===== config.mk =====
export PLATFORM = sky130hd
export DESIGN_NAME = serial_pin_port
export DESIGN_NICKNAME = d
export VERILOG_FILES = /design/src/pin_port_pkg.sv /design/src/rx_word_if.sv /design/src/rx_hold_buffer.sv /design/src/serial_pin_port.sv
export SDC_FILE = /design/constraint.sdc
export NUM_CORES = 1
export LEC_CHECK = 0
export BUFFER_PORTS_ARGS = -buffer_cell sky130_fd_sc_hd__buf_4
export CAP_MARGIN = 20
export CORE_UTILIZATION = 40
export CTS_CLUSTER_DIAMETER = 30
export CTS_CLUSTER_SIZE = 12
export DETAILED_ROUTE_END_ITERATION = 10
export SLEW_MARGIN = 30
export SYNTH_ARGS = -nofsm -noshare
export SYNTH_HDL_FRONTEND = slang
export SYNTH_SLANG_ARGS = --single-unit

===== constraint.sdc =====
create_clock -name sys_clk_in -period 2 [get_ports sys_clk_in]
set_clock_uncertainty 0.2 [all_clocks]
set_input_delay 0.1 -clock sys_clk_in [delete_from_list [all_inputs] [get_ports sys_clk_in]]
set_output_delay 0.1 -clock sys_clk_in [all_outputs]
set_load 0.02 [all_outputs]

===== src/pin_port_pkg.sv =====
// Constants for the serial pin port control block.
// Assumes an 8-bit register port and three pins: clock, data out, data in.
package pin_port_pkg;
  localparam int NUM_PINS = 3;
  localparam int DATA_W = 8;
  localparam int ADDR_W = 8;
  localparam int IRQ_W = 2;

  // Pin positions inside every per-pin register
  localparam int PIN_CLK = 0;
  localparam int PIN_DOUT = 1;
  localparam int PIN_DIN = 2;

  // Register offsets
  localparam logic [7:0] ADDR_DIR = 8'h00;
  localparam logic [7:0] ADDR_OUT_VALUE = 8'h04;
  localparam logic [7:0] ADDR_IBUF = 8'h08;
  localparam logic [7:0] ADDR_PULLUP = 8'h0c;
  localparam logic [7:0] ADDR_STAGE = 8'h10;
  localparam logic [7:0] ADDR_FUNCTION = 8'h14;
  localparam logic [7:0] ADDR_PIN_STATE = 8'h18;
  localparam logic [7:0] ADDR_RX_DATA = 8'h1c;
  localparam logic [7:0] ADDR_IRQ_STATUS = 8'h20;
  localparam logic [7:0] ADDR_IRQ_MASK = 8'h24;

  // Function register: bit 0 pin set select, bits 1..3 clock, data out, data in
  localparam int FN_PIN_LSB = 1;
  localparam int FN_SET_SELECT = 0;

  // Interrupt status bits
  localparam int IRQ_RX_READY = 0;
  localparam int IRQ_OVERRUN = 1;

  // Reset values; output value resets high so a pin leaves input mode high
  localparam logic [2:0] DIR_RST = 3'h0;
  localparam logic [2:0] OUT_VALUE_RST = 3'h7;
  localparam logic [2:0] IBUF_RST = 3'h0;
  localparam logic [2:0] PULLUP_RST = 3'h0;
  localparam logic [2:0] STAGE_RST = 3'h0;
  localparam logic [7:0] FUNCTION_RST = 8'h00;
  localparam logic [1:0] IRQ_RST = 2'h0;

  // Port codes: 0..9 then A..G
  localparam logic [4:0] PORT_3 = 5'h03;
  localparam logic [4:0] PORT_9 = 5'h09;
  localparam logic [4:0] PORT_A = 5'h0a;
  localparam logic [4:0] PORT_C = 5'h0c;
  localparam logic [4:0] PORT_E = 5'h0e;
  localparam logic [4:0] PORT_G = 5'h10;

  function automatic logic has_pullup(input logic [4:0] code);
    return (code == PORT_9) || ((code >= PORT_A) && (code <= PORT_E)) || (code == PORT_G);
  endfunction

  function automatic logic has_stage_select(input logic [4:0] code);
    return (code <= PORT_3) || (code == PORT_C);
  endfunction
endpackage


===== src/rx_word_if.sv =====
// Link between the pin port top and its receive word holder.
// Assumes both ends run on the same clock.
`timescale 1ns/1ps
interface rx_word_if #(parameter int W = 8) ();
  logic [W-1:0] word;
  logic word_valid;
  logic pop;
  logic [W-1:0] data;
  logic full;
  logic arrived;
  logic overrun;
  modport hold (input word, word_valid, pop, output data, full, arrived, overrun);
  modport ctrl (output word, word_valid, pop, input data, full, arrived, overrun);
endinterface


===== src/rx_hold_buffer.sv =====
// One-word receive holder with overrun detection.
// Assumes the shifter presents each received word for one cycle.
`timescale 1ns/1ps
module rx_hold_buffer (
  input wire logic sys_clk_in,
  input wire logic reset_n_in,
  rx_word_if.hold link
);
  logic [$bits(link.data)-1:0] data;
  logic [$bits(link.data)-1:0] next_data;
  logic full;
  logic next_full;
  logic arrived;
  logic next_arrived;
  logic overrun;
  logic next_overrun;

  always_comb begin
    next_data = data;
    next_full = full;
    next_arrived = 1'b0;
    next_overrun = 1'b0;
    if (link.pop) begin
      next_full = 1'b0;
    end
    if (link.word_valid) begin
      next_data = link.word;
      next_full = 1'b1;
      next_arrived = 1'b1;
      // Unread word overwritten: reader was late
      next_overrun = full && !link.pop;
    end
  end

  always_ff @(posedge sys_clk_in or negedge reset_n_in) begin
    if (!reset_n_in) begin
      data <= '0;
      full <= 1'b0;
      arrived <= 1'b0;
      overrun <= 1'b0;
    end else begin
      data <= next_data;
      full <= next_full;
      arrived <= next_arrived;
      overrun <= next_overrun;
    end
  end

  assign link.data = data;
  assign link.full = full;
  assign link.arrived = arrived;
  assign link.overrun = overrun;
endmodule


===== src/serial_pin_port.sv =====
// Port control for the three serial pins: clock, data out, data in.
// Assumes a same-clock register port, pads outside, a shifter on the serial side.
`timescale 1ns/1ps

// Overview of operation
// RULE1: Direction bit 0 makes a pin input, 1 drives its output value.
// RULE2: Input buffer bit 1 lets the pin level be read, 0 blocks it.
// RULE3: Output pin with buffer enabled reads back its driven value.
// RULE4: Pull-up bit 0 disconnects the pull-up from the pin.
// RULE5: Only ports 9, A to E and G carry pull-up control.
// RULE6: Output stage bit 0 selects push-pull instead of open-drain.
// RULE7: Only ports 0 to 3 and C carry output stage selection.
// RULE8: Output value is set high before switching the pin to output.
// RULE9: Input pin with buffer disabled floats at high impedance.
// RULE10: Writing zero to the function register returns pins to port use.
// RULE11: Software starts reception in a fixed order, then reads control back.
// RULE12: Software stops reception, reads control back, then releases pins.
// RULE13: Software blocks interruptions around each dummy write in fast reception.
// RULE14: From the third fast reception on, dummy writes follow completion.
// RULE15: An unread received word overwritten by a new one flags overrun.
// RULE16: Software enables the three serial pins by setting bits 1 to 3.
// RULE17: Each per-pin control bit affects only its own pin.
module serial_pin_port #(
  parameter logic [4:0] CLK_PORT = 5'h0c,
  parameter logic [4:0] DOUT_PORT = 5'h0c,
  parameter logic [4:0] DIN_PORT = 5'h0c
) (
  input wire logic sys_clk_in,
  input wire logic reset_n_in,
  input wire logic [7:0] addr_in,
  input wire logic [7:0] wdata_in,
  input wire logic wr_in,
  input wire logic rd_in,
  output logic [7:0] rdata_out,
  output logic irq_out,
  input wire logic [2:0] pad_in,
  output logic [2:0] pad_out,
  output logic [2:0] pad_oe_n_out,
  output logic [2:0] pullup_out,
  input wire logic shifter_clock_in,
  input wire logic shifter_data_in,
  output logic shifter_data_out,
  input wire logic [7:0] rx_word_in,
  input wire logic rx_word_valid_in
);
  localparam int NP = pin_port_pkg::NUM_PINS;
  localparam int DW = pin_port_pkg::DATA_W;
  localparam int IW = pin_port_pkg::IRQ_W;
  localparam logic [2:0] PULL_MASK = {pin_port_pkg::has_pullup(DIN_PORT),
    pin_port_pkg::has_pullup(DOUT_PORT), pin_port_pkg::has_pullup(CLK_PORT)};
  localparam logic [2:0] STAGE_MASK = {pin_port_pkg::has_stage_select(DIN_PORT),
    pin_port_pkg::has_stage_select(DOUT_PORT), pin_port_pkg::has_stage_select(CLK_PORT)};

  logic [2:0] dir, next_dir;
  logic [2:0] out_value, next_out_value;
  logic [2:0] ibuf, next_ibuf;
  logic [2:0] pull, next_pull;
  logic [2:0] stage, next_stage;
  logic [7:0] fn, next_fn;
  logic [1:0] status, next_status;
  logic [1:0] mask, next_mask;
  logic [7:0] next_rdata;
  logic next_irq;
  logic [1:0] irq_set;
  logic [1:0] irq_clear;
  logic [2:0] sync1, sync2, sync3;
  logic [2:0] level, next_level;
  logic [2:0] pin_state;
  logic [2:0] next_pad_out, next_pad_oe_n, next_pullup;
  logic next_shifter_data;

  rx_word_if #(.W(DW)) rxl ();

  rx_hold_buffer u_hold (
    .sys_clk_in(sys_clk_in),
    .reset_n_in(reset_n_in),
    .link(rxl.hold)
  );

  assign rxl.word = rx_word_in;
  assign rxl.word_valid = rx_word_valid_in;
  assign rxl.pop = rd_in && (addr_in == pin_port_pkg::ADDR_RX_DATA);

  // Pad inputs: three stages, a change counts once stages two and three agree
  always_comb begin
    for (int i = 0; i < NP; i++) begin
      next_level[i] = (sync2[i] == sync3[i]) ? sync3[i] : level[i];
    end
  end

  always_ff @(posedge sys_clk_in or negedge reset_n_in) begin
    if (!reset_n_in) begin
      sync1 <= 3'h0;
      sync2 <= 3'h0;
      sync3 <= 3'h0;
      level <= 3'h0;
    end else begin
      sync1 <= pad_in;
      sync2 <= sync1;
      sync3 <= sync2;
      level <= next_level;
    end
  end

  // Register writes, status flags and read data
  always_comb begin
    next_dir = dir;
    next_out_value = out_value;
    next_ibuf = ibuf;
    next_pull = pull;
    next_stage = stage;
    next_fn = fn;
    next_mask = mask;
    irq_clear = 2'h0;
    if (wr_in) begin
      case (addr_in)
        pin_port_pkg::ADDR_DIR: next_dir = wdata_in[NP-1:0];
        pin_port_pkg::ADDR_OUT_VALUE: next_out_value = wdata_in[NP-1:0];
        pin_port_pkg::ADDR_IBUF: next_ibuf = wdata_in[NP-1:0];
        // RULE5: absent pull-ups
        pin_port_pkg::ADDR_PULLUP: next_pull = wdata_in[NP-1:0] & PULL_MASK;
        // RULE7: fixed stage elsewhere
        pin_port_pkg::ADDR_STAGE: next_stage = wdata_in[NP-1:0] & STAGE_MASK;
        // RULE10: zero releases pins
        pin_port_pkg::ADDR_FUNCTION: next_fn = wdata_in;
        pin_port_pkg::ADDR_IRQ_STATUS: irq_clear = wdata_in[IW-1:0];
        pin_port_pkg::ADDR_IRQ_MASK: next_mask = wdata_in[IW-1:0];
        default: ;
      endcase
    end
    irq_set = 2'h0;
    irq_set[pin_port_pkg::IRQ_RX_READY] = rxl.arrived;
    // RULE15: overrun flagged
    irq_set[pin_port_pkg::IRQ_OVERRUN] = rxl.overrun;
    // New event wins over a clear in the same cycle
    next_status = (status & ~irq_clear) | irq_set;
    next_irq = |(next_status & next_mask);
    next_rdata = 8'h00;
    if (rd_in) begin
      case (addr_in)
        pin_port_pkg::ADDR_DIR: next_rdata = {{(DW-NP){1'b0}}, dir};
        pin_port_pkg::ADDR_OUT_VALUE: next_rdata = {{(DW-NP){1'b0}}, out_value};
        pin_port_pkg::ADDR_IBUF: next_rdata = {{(DW-NP){1'b0}}, ibuf};
        pin_port_pkg::ADDR_PULLUP: next_rdata = {{(DW-NP){1'b0}}, pull};
        pin_port_pkg::ADDR_STAGE: next_rdata = {{(DW-NP){1'b0}}, stage};
        pin_port_pkg::ADDR_FUNCTION: next_rdata = fn;
        pin_port_pkg::ADDR_PIN_STATE: next_rdata = {{(DW-NP){1'b0}}, pin_state};
        pin_port_pkg::ADDR_RX_DATA: next_rdata = rxl.data;
        pin_port_pkg::ADDR_IRQ_STATUS: next_rdata = {{(DW-IW){1'b0}}, status};
        pin_port_pkg::ADDR_IRQ_MASK: next_rdata = {{(DW-IW){1'b0}}, mask};
        default: next_rdata = 8'h00;
      endcase
    end
  end

  always_ff @(posedge sys_clk_in or negedge reset_n_in) begin
    if (!reset_n_in) begin
      dir <= pin_port_pkg::DIR_RST;
      out_value <= pin_port_pkg::OUT_VALUE_RST;
      ibuf <= pin_port_pkg::IBUF_RST;
      pull <= pin_port_pkg::PULLUP_RST;
      stage <= pin_port_pkg::STAGE_RST;
      fn <= pin_port_pkg::FUNCTION_RST;
      status <= pin_port_pkg::IRQ_RST;
      mask <= pin_port_pkg::IRQ_RST;
      rdata_out <= 8'h00;
      irq_out <= 1'b0;
    end else begin
      dir <= next_dir;
      out_value <= next_out_value;
      ibuf <= next_ibuf;
      pull <= next_pull;
      stage <= next_stage;
      fn <= next_fn;
      status <= next_status;
      mask <= next_mask;
      rdata_out <= next_rdata;
      irq_out <= next_irq;
    end
  end

  // RULE17: one slice per pin
  for (genvar i = 0; i < NP; i++) begin : g_pin
    logic serial;
    logic drive_req;
    logic value;
    logic drive;
    assign serial = fn[pin_port_pkg::FN_PIN_LSB + i];
    // RULE1: direction selects driving
    assign drive_req = serial ? (i != pin_port_pkg::PIN_DIN) : dir[i];
    // RULE8: drives the value already held
    assign value = !serial ? out_value[i] :
      ((i == pin_port_pkg::PIN_CLK) ? shifter_clock_in : shifter_data_in);
    // RULE6: open-drain releases a high
    assign drive = drive_req && !(stage[i] && value);
    assign next_pad_out[i] = value;
    assign next_pad_oe_n[i] = !drive;
    // RULE4: pull-up off when cleared
    // RULE9: floating input keeps no pull-up
    assign next_pullup[i] = pull[i] && !drive && (serial || dir[i] || ibuf[i]);
    // RULE2: buffer gates pin state
    // RULE3: output reads its driven value
    assign pin_state[i] = ibuf[i] && ((dir[i] && !serial) ? out_value[i] : level[i]);
  end

  // Data in pin feeds the shifter only while the serial function owns it
  assign next_shifter_data = fn[pin_port_pkg::FN_PIN_LSB + pin_port_pkg::PIN_DIN] &&
    level[pin_port_pkg::PIN_DIN];

  always_ff @(posedge sys_clk_in or negedge reset_n_in) begin
    if (!reset_n_in) begin
      pad_out <= 3'h0;
      pad_oe_n_out <= 3'h7;
      pullup_out <= 3'h0;
      shifter_data_out <= 1'b0;
    end else begin
      pad_out <= next_pad_out;
      pad_oe_n_out <= next_pad_oe_n;
      pullup_out <= next_pullup;
      shifter_data_out <= next_shifter_data;
    end
  end
endmodule


Word-level counts from Yosys, hierarchy flattened
Index checks and enable logic that the tools add are counted.

Logic and storage cells: 105. Bits of input ports: 34. Bits in read-only memories: 0. Memories: 0. Bits in latches: 0. Bits in registers: 69. Output and inout port bits: 19. RAM bits: 0.

Shift operators: 0. Multiplexer cells: 19. Bitwise gates (word level): 4. Reduce and logical (&&, ||, !) cells: 46. Divide/modulo/power cells: 0. $mul: 0. Eq/ne operators: 12. Magnitude comparators: 0. Add/sub/neg operators: 0.

Operator list (count): $pmux W8 S10 (1); $eq A8 B5 Y1 const B (4); $logic_and A1 B1 Y1 (21); $eq A8 B4 Y1 const B (2); $eq A8 B6 Y1 const B (2); $mux W1 (13); $reduce_and A2 Y1 (6); $logic_not A1 Y1 (10); $eq A8 B3 Y1 const B (1); $logic_not A8 Y1 (1); $mux W2 (4); $mux W8 (1); $logic_or A1 B1 Y1 (6); $and A2 B2 Y2 (2); $eq A1 B1 Y1 (3); $not A2 Y2 (1); $or A2 B2 Y2 (1); $reduce_bool A2 Y1 (1); $reduce_or A2 Y1 (1).

Depth between registers and ports, before layout
Gate-level depths: netlist of the first run.

Word-level depth: 8. Depth in mapped cells: 6. Gate-level depth less buffers: 5.

By module
Synthesis of the first run repeated with hierarchy kept, for this count alone.

Cell total of the unflattened synthesis: 202. Area total of the unflattened synthesis: 2954.1 µm².

By module, submodules not included: serial_pin_port (cells an instance 179, seq. area each 1458.9 µm², times used 1, area each 2527.4 µm²); rx_hold_buffer (cells an instance 23, seq. area each 275.3 µm², times used 1, area each 426.7 µm²).

Least setup slack after synthesis of the first run
No wires, ideal clock.

Kind: in2reg. Start point: input addr_in[5]. End point: register u_hold.full, in the netlist u_hold.link.full. Required time: 1673 ps. Data arrival time: 1298 ps. Path slack: 375 ps. Setup time: 127 ps. Path buffers: 1. Stages: 6. Path through: buf_6 > nor3_1 > nand2_1 > nor2_1 > a21boi_0 > or2_2.

Longest elaborated chain between the ends: 3.

RTL lines: start, declared (RTL line serial_pin_port.sv:30) `input wire logic [7:0] addr_in,`; $eq A8 B5 Y1 (RTL line serial_pin_port.sv:82) `assign rxl.pop = rd_in && (addr_in == pin_port_pkg::ADDR_RX_DATA);`; $logic_and A1 B1 Y1 (RTL line serial_pin_port.sv:82); $reduce_bool A2 Y1 (no source line); end signal, assigned (RTL line rx_hold_buffer.sv:43) `full <= next_full;`; end, declared (RTL line rx_hold_buffer.sv:11) `logic full;`.

No other way between the ends. A chain may end at the register's enable or synchronous reset.

Final worst setup path of the first run
Start point: input addr_in[6]. End point: register ibuf[2].

Longest elaborated chain between the ends: 2.

RTL lines: $eq A8 B4 Y1 (RTL line serial_pin_port.sv:116) `case (addr_in)`; $reduce_and A2 Y1 (no source line); end signal, assigned (RTL line serial_pin_port.sv:160) `ibuf <= pin_port_pkg::IBUF_RST;`; end signal, assigned (RTL line serial_pin_port.sv:171) `ibuf <= next_ibuf;`; end, declared (RTL line serial_pin_port.sv:56) `logic [2:0] ibuf, next_ibuf;`.

No other way between the ends.

==> reports/qor.txt, run 1 <==
====================================================================================
Total wirelength of the detailed-routed design                               6380 um
Most numerous cell types in the synthesized netlist                     sky130_fd_sc_hd__dfrtp_1 (63), sky130_fd_sc_hd__mux2_2 (37), sky130_fd_sc_hd__nand2_1 (14)
CTS buffer count                                                                   9
Placed Cells incl. Taps                                                          367
Cell type with the highest aggregate area in the netlist                sky130_fd_sc_hd__dfrtp_1
IO buf count                                                                      52
Count of different cell masters after synthesis                                   47
Yosys top cell area share                                                      0.545
Post-Synthesis Mean Instance Area                                           13.1 um2
IR Drop Worst-Case VDD                                                        375 uV
Syn-to-layout area delta                                                       33.3%
Cells along the critical path                                           dlygate4sd3_1 > buf_4 > or3_4 > nor3b_2 > nand3_1 > mux2_2
I/O pin count                                                                     53
Residual DRC count                                                                 0
Share of final-layout standard cells stronger than drive strength 1            0.393
Post-layout net count                                                            342
Number of buffers on the longest clock path                                        2
Slew of the pin with the lowest slew margin                                 0.411 ns
Cell at the root of the clock tree                                      sky130_fd_sc_hd__clkbuf_8
1st-pass router iterations                                                         4
Switching portion of total power                                               0.234
Highest routing layer actually used                                             met4
Initial antenna violation count                                                    0
Fill cell instance count of the final layout                                     609
Ant diodes                                                                         0
Cells after Synth                                                                221
Number of flops mapped to enable cells by yosys                                    0
Setup slack at placement                                                    0.105 ns
Area inside the core boundary                                               6910 um2
Share of flip-flops with an asynchronous set or reset after synthesis           1.00
Relative contribution of combinational cells to total power                    0.108
Classification of the worst setup path                                     in -> reg
Footprint of the flip-flops and latches                                     1730 um2
Synthesis-stage register bit count                                                69
Number of endpoints with negative hold slack in the final report                   0
Largest delay share family, worst path                                  simple AND/OR/NAND/NOR gates
Via count                                                                       2079
Tightest Hold Check Type                                                 in -> async
TritonCTS clock tree                                                           built
Floorplan die area                                                          7570 um2
Die width                                                                    87.0 um
Maximum Capacitance Violations                                                     0
Initial Utilization                                                            0.419
1st-iter DRT viols                                                               124
Number of global-route vias before repair                                       2036
PnR worst setup slack                                                      0.0687 ns
Run status                                                                 completed
Part of the power in registers                                                 0.540
Biggest area contributors in the synthesized netlist                    sky130_fd_sc_hd__dfrtp_1 (55%), sky130_fd_sc_hd__mux2_2 (14%), sky130_fd_sc_hd__dfstp_2 (5.5%), sky130_fd_sc_hd__a22oi_1 (1.8%), sky130_fd_sc_hd__nand2_1 (1.8%)
Area of the multi-input gates                                               1120 um2
Setup crit end kind                                                         register
Residual antenna-violating net count after detailed routing                        0
Critical path data required time                                             2.02 ns
Maximum level of the CTS H-tree                                                    3
Post-layout util                                                               0.558
Maximum net fanout on the critical path                                            4
Tightest hold margin                                                       0.0227 ns
Most numerous cell in the Yosys netlist                                 sky130_fd_sc_hd__dfrtp_1
Pin count of the biggest net entering global routing                              45
Nature of the critical path startpoint                                    input port
RSZ-0062 raised after global routing                                              no
Critical path arrival                                                        1.95 ns
Power per Cell Area                                                       729 nW/um2
Final setup violation count                                                        0
Slowest Stage Delay on Critical Path                                         0.54 ns
Clock slew at reported path FFs                                              0.07 ns
Detail Placement HPWL                                                        4490 um
Most instantiated flip-flop cell in the synthesis netlist               sky130_fd_sc_hd__dfrtp_1
Clock Power Share                                                              0.352
Count of buffering cells on the critical path with inverters included              2
Number of clock sinks                                                             69
Post-synthesis net count                                                         255
First-pass GRT wire length                                                  10200 um
Post-CTS setup buffer count                                                        0
Setup tns final                                                                 0 ns
Design internal power                                                        2.15 mW
Final worst path period share                                                  0.966
Final count of pins violating max slew                                             0
Cell with the largest stage delay on the worst path                     sky130_fd_sc_hd__dlygate4sd3_1
Met1 wire length                                                             2980 um
Achievable clock frequency                                                 0.518 GHz
Max-Slew Margin vs Limit                                                       0.725
Source-to-sink clock delay at the later pin of the worst-skew pair           0.33 ns
Cell row count                                                                    30
Routed length on met2                                                        3080 um
Overflow left after global routing                                                 0
Detailed-routed wire length on met3                                           262 um
Warnings, synthesis                                                                0
Aggregate global-route resource usage                                          0.186
Clock period minus worst slack                                               1.93 ns
Number of vias per cell                                                         5.08
Portion of the post-synthesis area used by sequential elements                 0.600
Drt wl/cell                                                                  15.6 um
Leakage Power                                                                1.80 nW
Final weighted congestion in routability-driven placement                      0.949
Net Sw Power                                                                0.656 mW
Cell area after technology mapping                                          2890 um2
Count of placed standard cells in the final layout, fillers left out             409
DIE HEIGHT                                                                   87.0 um
====================================================================================
==> kinds of logic (layout without fill, tap and decap cells) <==
| kind of cell | after synthesis | in the layout | share of synthesized area |
|---|---|---|---|
| DFF | 69 | 69 | 0.600 |
| and+or+nand+nor | 63 | 63 | 0.125 |
| muxes | 41 | 41 | 0.158 |
| AOI/OAI and AO/OA | 36 | 36 | 0.0913 |
| buffers and inverters | 9 | 101 | 0.0151 |
| adders and majority gates | 3 | 3 | 0.0104 |
==> final timing paths <==
| check | to | slack (ns) | from | cells after the start |
|---|---|---|---|---|
| min | pad_out[0] | 0.02 | reset_n_in | 2 |
| max in group asynchronous | pad_oe_n_out[2] | 0.99 | reset_n_in | 3 |
| min reg2reg | sync2[1] | 0.15 | sync1[1] | 0 |
| max | ibuf[2] | 0.07 | addr_in[6] | 6 |
| max reg2reg | rdata_out[1] | 0.33 | dir[1] | 5 |
| min in group sys_clk_in | rdata_out[2] | 0.03 | addr_in[5] | 4 |
==> registers in the layout, indices dropped and copies added, names as in the netlist, 3 cells and up <==
signal,cells
pull,3
fn,8
pullup_out,3
pad_out,3
level,3
ibuf,3
out_value,3
sync1,3
sync2,3
stage,3
pad_oe_n_out,3
u_hold.link.data,8
rdata_out,8
sync3,3
dir,3
==> metrics by stage <==
stage                     area [um2]  power (mW)
after floorplan                 2890        1.66
after global placement          3420        1.81
after detailed placement        3420        1.81
after CTS                       3850        2.84
after global routing            3850        2.94
final                           3850        2.81
==> power groups by stage <==
stage                     Sequential, mW  Combinational, mW  Clock, mW
after global routing                1.52              0.331       1.09
final                               1.52              0.303      0.988
after floorplan                     1.54              0.115          0
after global placement              1.54              0.264          0
after CTS                           1.52              0.306       1.02
after detailed placement            1.54              0.266          0
==> placed cells by master, fill, tap and decap left out, drive strengths merged, types with 2 or more instances in the layout <==
master       instances
dfrtp               63
buf                 57
mux2                37
dlygate4sd3         26
nand2               14
nor2                14
clkbuf              14
a22oi                7
o21ai                6
dfstp                6
nand3                5
nor2b                5
nor3                 5
and2                 4
mux2i                4
a31oi                3
a21oi                3
o311a                3
maj3                 3
nand4                3
or2                  2
inv                  2
nand3b               2
a22o                 2
a21o                 2
clkinv               2
nor3b                2
==> metal layers <==
layer  global-route usage  vias up
met5                    0        -
met4               0.0758        0
met3               0.0493        6
met2                0.283       59
met1                0.252     1027
li1                     -      987
==> layout make-up <==
type	count	share of cell area
Tap cell	96	0.0312
Clock buffer	14	0.0422
Timing Repair Buffer	83	0.182
Multi-Input combinational cell	143	0.290
Inverter	2	0.00195
Clock inverter	2	0.00260
Sequential cell	69	0.450
==> worst register-to-register path, stage by stage, from the launching register on <==
cell	delay, ns
sky130_fd_sc_hd__dfrtp_1	0.40
sky130_fd_sc_hd__nor2b_1	0.19
sky130_fd_sc_hd__mux2_2	0.35
sky130_fd_sc_hd__a41o_1	0.25
sky130_fd_sc_hd__nand2_1	0.08
sky130_fd_sc_hd__a31oi_1	0.07
==> timing repair <==
item / in CTS / in global routing
hold buffers: 26 / 0
resized for setup: 0 / 1
hold endpoints to repair: 113 / 0
setup endpoints to repair: 0 / 1
(Power assumes the default switching activity.)
==> run 2, diff against run 1 <==
Settings changed: CTS_BUF_LIST set to sky130_fd_sc_hd__clkbuf_4.
==> run 2 against run 1 <==
Highest routed layer unchanged. Sequential share of layout area is 0.23 points higher. Hold slack better by 0.0057 ns. Setup slack worse by 0.00090 ns. Via count is 1.2% higher. Clock-buffer cell count is 2 lower. Total power is 8.9% lower. Cell count is 1.2% higher. Largest cell class unchanged. Core utilization is 0.29 points lower.
==> reports/qor.txt, run 2 (synthesis results as in run 1) <==
=====================================================================================
RSZ-0062 raised after global routing                                               no   unchanged
Number of cells on the critical path                                                6   unchanged
Clock period minus worst slack                                                1.93 ns   about the same
Overflow left after global routing                                                  0   unchanged
Maximum net fanout on the critical path                                             4   unchanged
Total wirelength of the detailed-routed design                                6580 um   was 6380 um
Cells along the critical path                                            dlygate4sd3_1 > buf_4 > or3_4 > nor3b_2 > nand2_1 > mux2_2   was dlygate4sd3_1 > buf_4 > or3_4 > nor3b_2 > nand3_1 > mux2_2
Run status                                                                  completed   unchanged
Final worst path period share                                                   0.966   about the same
Number of global-route vias before repair                                        2047   was 2036
Maximum Capacitance Violations                                                      0   unchanged
Final weighted congestion in routability-driven placement                       0.949   unchanged
Leakage Power                                                                 1.79 nW   was 1.80 nW
I/O pin count                                                                      53   unchanged
Cell row count                                                                     30   unchanged
Initial Utilization                                                             0.419   unchanged
1st-iter DRT viols                                                                141   was 124
Residual DRC count                                                                  0   unchanged
Initial antenna violation count                                                     0   unchanged
Number of buffers on the longest clock path                                         2   unchanged
Max-Slew Margin vs Limit                                                        0.672   was 0.725
DIE HEIGHT                                                                    87.0 um   unchanged
Clock slew at reported path FFs                                               0.10 ns   was 0.07 ns
Power per Cell Area                                                        667 nW/um2   was 729 nW/um2
Critical path arrival                                                         2.01 ns   was 1.95 ns
Pin count of the biggest net entering global routing                               45   unchanged
Largest delay share family, worst path                                   simple AND/OR/NAND/NOR gates   unchanged
First-pass GRT wire length                                                   10400 um   was 10200 um
Final setup violation count                                                         0   unchanged
Nature of the critical path startpoint                                     input port   unchanged
Number of vias per cell                                                          5.08   about the same
Fill cell instance count of the final layout                                      608   was 609
Number of endpoints with negative hold slack in the final report                    0   unchanged
Drt wl/cell                                                                   15.9 um   was 15.6 um
Post-CTS setup buffer count                                                         0   unchanged
Number of clock sinks                                                              69   unchanged
Floorplan die area                                                           7570 um2   unchanged
Maximum level of the CTS H-tree                                                     3   unchanged
Classification of the worst setup path                                      in -> reg   unchanged
Detail Placement HPWL                                                         4490 um   unchanged
Post-layout util                                                                0.555   was 0.558
Via count                                                                        2104   was 2079
Worst r2r path cells                                                                5   unchanged
TritonCTS clock tree                                                            built   unchanged
Syn-to-layout area delta                                                        32.6%   was 33.3%
Biggest regs                                                             fn: 8 flops, rdata_out: 8 flops, u_hold.link.data: 8 flops   unchanged
Aggregate global-route resource usage                                           0.191   was 0.186
Most frequent standard cell in the layout excluding fill and tap cells   sky130_fd_sc_hd__dfrtp_1   unchanged
Final count of pins violating max slew                                              0   unchanged
Slowest Stage Delay on Critical Path                                          0.55 ns   was 0.54 ns
Area inside the core boundary                                                6910 um2   unchanged
Cell at the root of the clock tree                                       sky130_fd_sc_hd__clkbuf_4   was sky130_fd_sc_hd__clkbuf_8
1st-pass router iterations                                                          4   unchanged
Critical path data required time                                              2.07 ns   was 2.02 ns
Setup crit end kind                                                          register   unchanged
IO buf count                                                                       52   unchanged
CTS buffer count                                                                    9   unchanged
Cell with the largest stage delay on the worst path                      sky130_fd_sc_hd__dlygate4sd3_1   unchanged
Tightest Hold Check Type                                                  in -> async   unchanged
Count of buffering cells on the critical path with inverters included               2   unchanged
Ant diodes                                                                          0   unchanged
Post-layout net count                                                             347   was 342
IR Drop Worst-Case VDD                                                         519 uV   was 375 uV
Slew of the pin with the lowest slew margin                                  0.492 ns   was 0.411 ns
Share of final-layout standard cells stronger than drive strength 1             0.393   about the same
Setup tns final                                                                  0 ns   unchanged
Achievable clock frequency                                                  0.518 GHz   about the same
Source-to-sink clock delay at the later pin of the worst-skew pair            0.39 ns   was 0.33 ns
Die width                                                                     87.0 um   unchanged
Residual antenna-violating net count after detailed routing                         0   unchanged
Most frequent cells in the layout                                        sky130_fd_sc_hd__dfrtp_1 (63), sky130_fd_sc_hd__buf_4 (56), sky130_fd_sc_hd__mux2_2 (37), sky130_fd_sc_hd__dlygate4sd3_1 (30), sky130_fd_sc_hd__nand2_1 (14)   was sky130_fd_sc_hd__dfrtp_1 (63), sky130_fd_sc_hd__buf_4 (56), sky130_fd_sc_hd__mux2_2 (37), sky130_fd_sc_hd__dlygate4sd3_1 (26), sky130_fd_sc_hd__nand2_1 (14)
=====================================================================================
[run 2: cell types whose count changed in the layout (fill, tap and decap cells not counted)]
cell | previous run | this run
sky130_fd_sc_hd__clkbuf_1 | 3 | 0
sky130_fd_sc_hd__clkinv_1 | 0 | 2
sky130_fd_sc_hd__buf_2 | 0 | 1
sky130_fd_sc_hd__clkbuf_4 | 0 | 12
sky130_fd_sc_hd__dlygate4sd3_1 | 26 | 30
sky130_fd_sc_hd__clkbuf_8 | 11 | 0
[run 2: through the flow]
step	cells	cell area, um2	hold slack [ns]	setup slack, ns	power (mW)
after global placement	367	3420	-0.166	0.111	1.81
final	414	3830	0.0285	0.0678	2.56
after floorplan	221	2890	-0.396	0.375	1.66
after detailed placement	367	3420	-0.169	0.105	1.81
after CTS	414	3830	0.0141	0.0404	2.60
after global routing	414	3830	0.00744	0.0591	2.70
[run 2: cell type report]
type                            count  area (um2)  share of cell area
Sequential cell                    69        1730               0.452
Clock inverter                      4        17.5             0.00457
Inverter                            2        7.51             0.00196
Clock buffer                       12        90.1              0.0235
Timing Repair Buffer               88         746               0.195
Tap cell                           96         120              0.0313
Multi-Input combinational cell    143        1120               0.292
[run 2: path summary, 6_finish.rpt]
path / end / slack [ns] / startpoint
worst max-delay path: dir[2] / 0.07 / addr_in[7]
worst min-delay path: out_value[0] / 0.03 / reset_n_in
worst max register to register: rdata_out[0] / 0.35 / fn[1]
worst min register to register: sync2[1] / 0.16 / sync1[1]
max in group asynchronous: pullup_out[0] / 1.07 / reset_n_in
min in group sys_clk_in: rdata_out[7] / 0.03 / addr_in[0]
[run 2: worst reg2reg max path, delay by kind of cell, from the launching register on]
family          cells  cell delay, ns
simple gates        1            0.17
flops               1            0.47
mux                 1            0.25
compound gates      3            0.45
[run 2: report_power, final]
group          switching, mW  internal [mW]  total, mW
logic                  0.142          0.170      0.313
clock network          0.443          0.287      0.730
registers             0.0445           1.47       1.51
total                  0.630           1.93       2.56
[run 2: timing repair]
| action | 4_1_cts | 5_1_grt |
|---|---|---|
| endpoints found under the setup margin | 0 | 14 |
| hold buffers | 31 | 0 |
| hold endpoints to repair | 124 | 0 |
| gates resized for setup | 0 | 1 |
[run 2: per-layer routing]
layer	vias to the layer above	share of wire	track usage	wire, um
met3	6	0.052	0.0626	341
li1	999	-	-	-
met4	0	0.012	0.0636	78
met5	-	0	0	0
met2	67	0.48	0.291	3150
met1	1032	0.46	0.259	3010
==> run 3, diff against run 2 <==
==> constraint.sdc (replaced) <==
create_clock -name sys_clk_in -period 2 [get_ports sys_clk_in]
set_clock_uncertainty 0.2 [all_clocks]
set_input_delay 0.2 -clock sys_clk_in [delete_from_list [all_inputs] [get_ports sys_clk_in]]
set_output_delay 0.2 -clock sys_clk_in [all_outputs]
set_load 0.02 [all_outputs]
==> run 3 against run 2 <==
First-iteration DRC count increased by 21%. Via count increased by 1.4%. Non-clock buffer count unchanged. Largest power group unchanged. Clock power increased by 17%. Critical path type unchanged. Maximum frequency decreased by 2.0%. Sequential power about the same. Core utilization increased by 0.27 points. Routed wire length increased by 1.7%. Combinational power about the same. Hold slack improved by 0.0045 ns. Global-route usage increased by 0.34 points. Critical path depth decreased by 1.
==> reports/qor.txt, run 3 (synthesis results as in run 1) <==
=====================================================================================
Number of buffers on the longest clock path                                         2   unchanged
1st-iter DRT viols                                                                171   was 141
Die width                                                                     87.0 um   unchanged
Post-layout net count                                                             347   unchanged
Count of placed standard cells in the final layout, fillers left out              414   unchanged
Total wirelength of the detailed-routed design                                6690 um   was 6580 um
Design internal power                                                         2.02 mW   was 1.93 mW
Number of endpoints with negative hold slack in the final report                    0   unchanged
Power after layout                                                            2.69 mW   was 2.56 mW
Post-layout util                                                                0.558   was 0.555
Routed length on met2                                                         3110 um   was 3150 um
Run status                                                                  completed   unchanged
Leakage Power                                                                 1.80 nW   was 1.79 nW
Maximum net fanout on the critical path                                             8   was 4
Slew of the pin with the lowest slew margin                                  0.465 ns   was 0.492 ns
Final worst path period share                                                   0.986   was 0.966
Most frequent cells in the layout                                        sky130_fd_sc_hd__dfrtp_1 (63), sky130_fd_sc_hd__buf_4 (59), sky130_fd_sc_hd__mux2_2 (37), sky130_fd_sc_hd__dlygate4sd3_1 (28), sky130_fd_sc_hd__nand2_1 (14)   was sky130_fd_sc_hd__dfrtp_1 (63), sky130_fd_sc_hd__buf_4 (56), sky130_fd_sc_hd__mux2_2 (37), sky130_fd_sc_hd__dlygate4sd3_1 (30), sky130_fd_sc_hd__nand2_1 (14)
1st-pass router iterations                                                          4   unchanged
Ant diodes                                                                          0   unchanged
Overflow left after global routing                                                  0   unchanged
Maximum level of the CTS H-tree                                                     3   unchanged
IR Drop Worst-Case VDD                                                         452 uV   was 519 uV
Floorplan die area                                                           7570 um2   unchanged
Pin count of the biggest net entering global routing                               45   unchanged
Cell at the root of the clock tree                                       sky130_fd_sc_hd__clkbuf_4   unchanged
Capturing instance or port of the critical path                                 fn[0]   was dir[2]
Biggest regs                                                             fn: 8 flops, rdata_out: 8 flops, u_hold.link.data: 8 flops   unchanged
Detail Placement HPWL                                                         4630 um   was 4490 um
Tightest Hold Check Type                                                  in -> async   unchanged
Aggregate global-route resource usage                                           0.195   was 0.191
IO buf count                                                                       52   unchanged
Share of final-layout standard cells stronger than drive strength 1             0.396   was 0.393
Setup tns final                                                                  0 ns   unchanged
Number of vias per cell                                                          5.15   was 5.08
TritonCTS clock tree                                                            built   unchanged
Highest routing layer actually used                                              met4   unchanged
Source-to-sink clock delay at the later pin of the worst-skew pair            0.41 ns   was 0.39 ns
Number of clock sinks                                                              69   unchanged
Final weighted congestion in routability-driven placement                       0.921   was 0.949
Classification of the worst setup path                                      in -> reg   unchanged
Cell row count                                                                     30   unchanged
Endpoint of the worst register-to-register path                          rdata_out[1]   was rdata_out[0]
Startpoint of the worst-slack reg-to-reg timing path                           dir[1]   was fn[1]
Nature of the critical path startpoint                                     input port   unchanged
Critical path data required time                                              2.10 ns   was 2.07 ns
Launch point of the critical path                                          addr_in[6]   was addr_in[7]
Max-Slew Margin vs Limit                                                        0.690   was 0.672
Detailed-routed wire length on met3                                            292 um   was 341 um
First-pass GRT wire length                                                   10800 um   was 10400 um
Most frequent standard cell in the layout excluding fill and tap cells   sky130_fd_sc_hd__dfrtp_1   unchanged
Area inside the core boundary                                                6910 um2   unchanged
Drt wl/cell                                                                   16.2 um   was 15.9 um
Residual antenna-violating net count after detailed routing                         0   unchanged
Clock slew at reported path FFs                                               0.11 ns   was 0.10 ns
Number of global-route vias before repair                                        2169   was 2047
CTS buffer count                                                                    9   unchanged
Worst r2r path cells                                                                5   unchanged
I/O pin count                                                                      53   unchanged
Setup crit end kind                                                          register   unchanged
Residual DRC count                                                                  0   unchanged
Final count of pins violating max slew                                              0   unchanged
Met1 wire length                                                              3170 um   was 3010 um
Achievable clock frequency                                                  0.507 GHz   was 0.518 GHz
Initial Utilization                                                             0.419   unchanged
Placed Cells incl. Taps                                                           370   was 367
Via count                                                                        2134   was 2104
Syn-to-layout area delta                                                        33.2%   was 32.6%
Final setup violation count                                                         0   unchanged
Setup slack of the most critical reg-to-reg path                              0.35 ns   about the same
Relative contribution of combinational cells to total power                     0.118   was 0.122
Initial antenna violation count                                                     0   unchanged
Maximum Capacitance Violations                                                      0   unchanged
Fill cell instance count of the final layout                                      611   was 608
Critical path arrival                                                         2.07 ns   was 2.01 ns
Clock period minus worst slack                                                1.97 ns   was 1.93 ns
DIE HEIGHT                                                                    87.0 um   unchanged
Power per Cell Area                                                        698 nW/um2   was 667 nW/um2
Part of the power in registers                                                  0.564   was 0.592
Clock Power Share                                                               0.319   was 0.286
RSZ-0062 raised after global routing                                               no   unchanged
Net Sw Power                                                                 0.664 mW   was 0.630 mW
Post-CTS setup buffer count                                                         0   unchanged
Switching portion of total power                                                0.247   was 0.246
=====================================================================================
==> run 3: cell types whose count changed in the layout (fill, tap and decap cells not counted), sizes merged <==
cell,before,now
buf,58,60
bufinv,0,1
clkbuf,12,10
clkinvlp,0,1
dlygate4sd3,30,28
==> run 3: critical path, stage by stage <==
cell	delay, ns
sky130_fd_sc_hd__dlygate4sd3_1	0.56
sky130_fd_sc_hd__buf_4	0.16
sky130_fd_sc_hd__nor3_1	0.33
sky130_fd_sc_hd__nand4_2	0.41
sky130_fd_sc_hd__mux2_2	0.40
==> run 3: how the worst min path moves through the flow <==
stage,depth (start not counted),start,slack [ns],end
after floorplan,0,reset_n_in,-0.30,dir[0]
after global placement,1,reset_n_in,-0.07,sync3[1]
after detailed placement,1,reset_n_in,-0.07,sync3[1]
after CTS,2,reset_n_in,0.02,ibuf[1]
after global routing,2,reset_n_in,0.03,ibuf[1]
final,2,reset_n_in,0.03,ibuf[1]
==> run 3: layout make-up <==
cell class	count	area, um2	share of cell area
Sequential cell	69	1730	0.450
Multi-Input combinational cell	143	1120	0.290
Timing Repair Buffer	88	743	0.193
Tap cell	96	120	0.0312
Clock buffer	10	75.1	0.0195
Clock inverter	6	53.8	0.0140
Inverter	2	7.51	0.00195
==> run 3: metal layers <==
metal  track usage  up-vias
li1              -      994
met5             0        -
met4        0.0682        0
met3        0.0635       11
met2         0.302       61
met1         0.256     1068
==> run 3: power by group through the flow <==
stage	sequential [mW]	clock (mW)	combinational, mW
floorplan	1.54	0	0.115
global placement	1.54	0	0.268
detailed placement	1.54	0	0.272
CTS	1.52	0.891	0.318
global route	1.53	0.947	0.345
finish	1.51	0.856	0.316
==> run 3: stage by stage <==
stage | cell area, um2 | hold WS, ns | worst slack (ns)
2_1_floorplan | 2890 | -0.296 | 0.275
3_3_place_gp | 3440 | -0.0717 | 0.0402
3_5_place_dp | 3440 | -0.0660 | 0.0623
4_1_cts | 3850 | 0.0184 | 0.0357
5_1_grt | 3850 | 0.0260 | 0.00166
6_report | 3850 | 0.0330 | 0.0285
==> run 3: repair_timing <==
item / CTS / global route
endpoints found under the setup margin: 0 / 1
endpoints found under the hold margin: 113 / 0
resized for setup: 0 / 1
hold buffers: 28 / 0
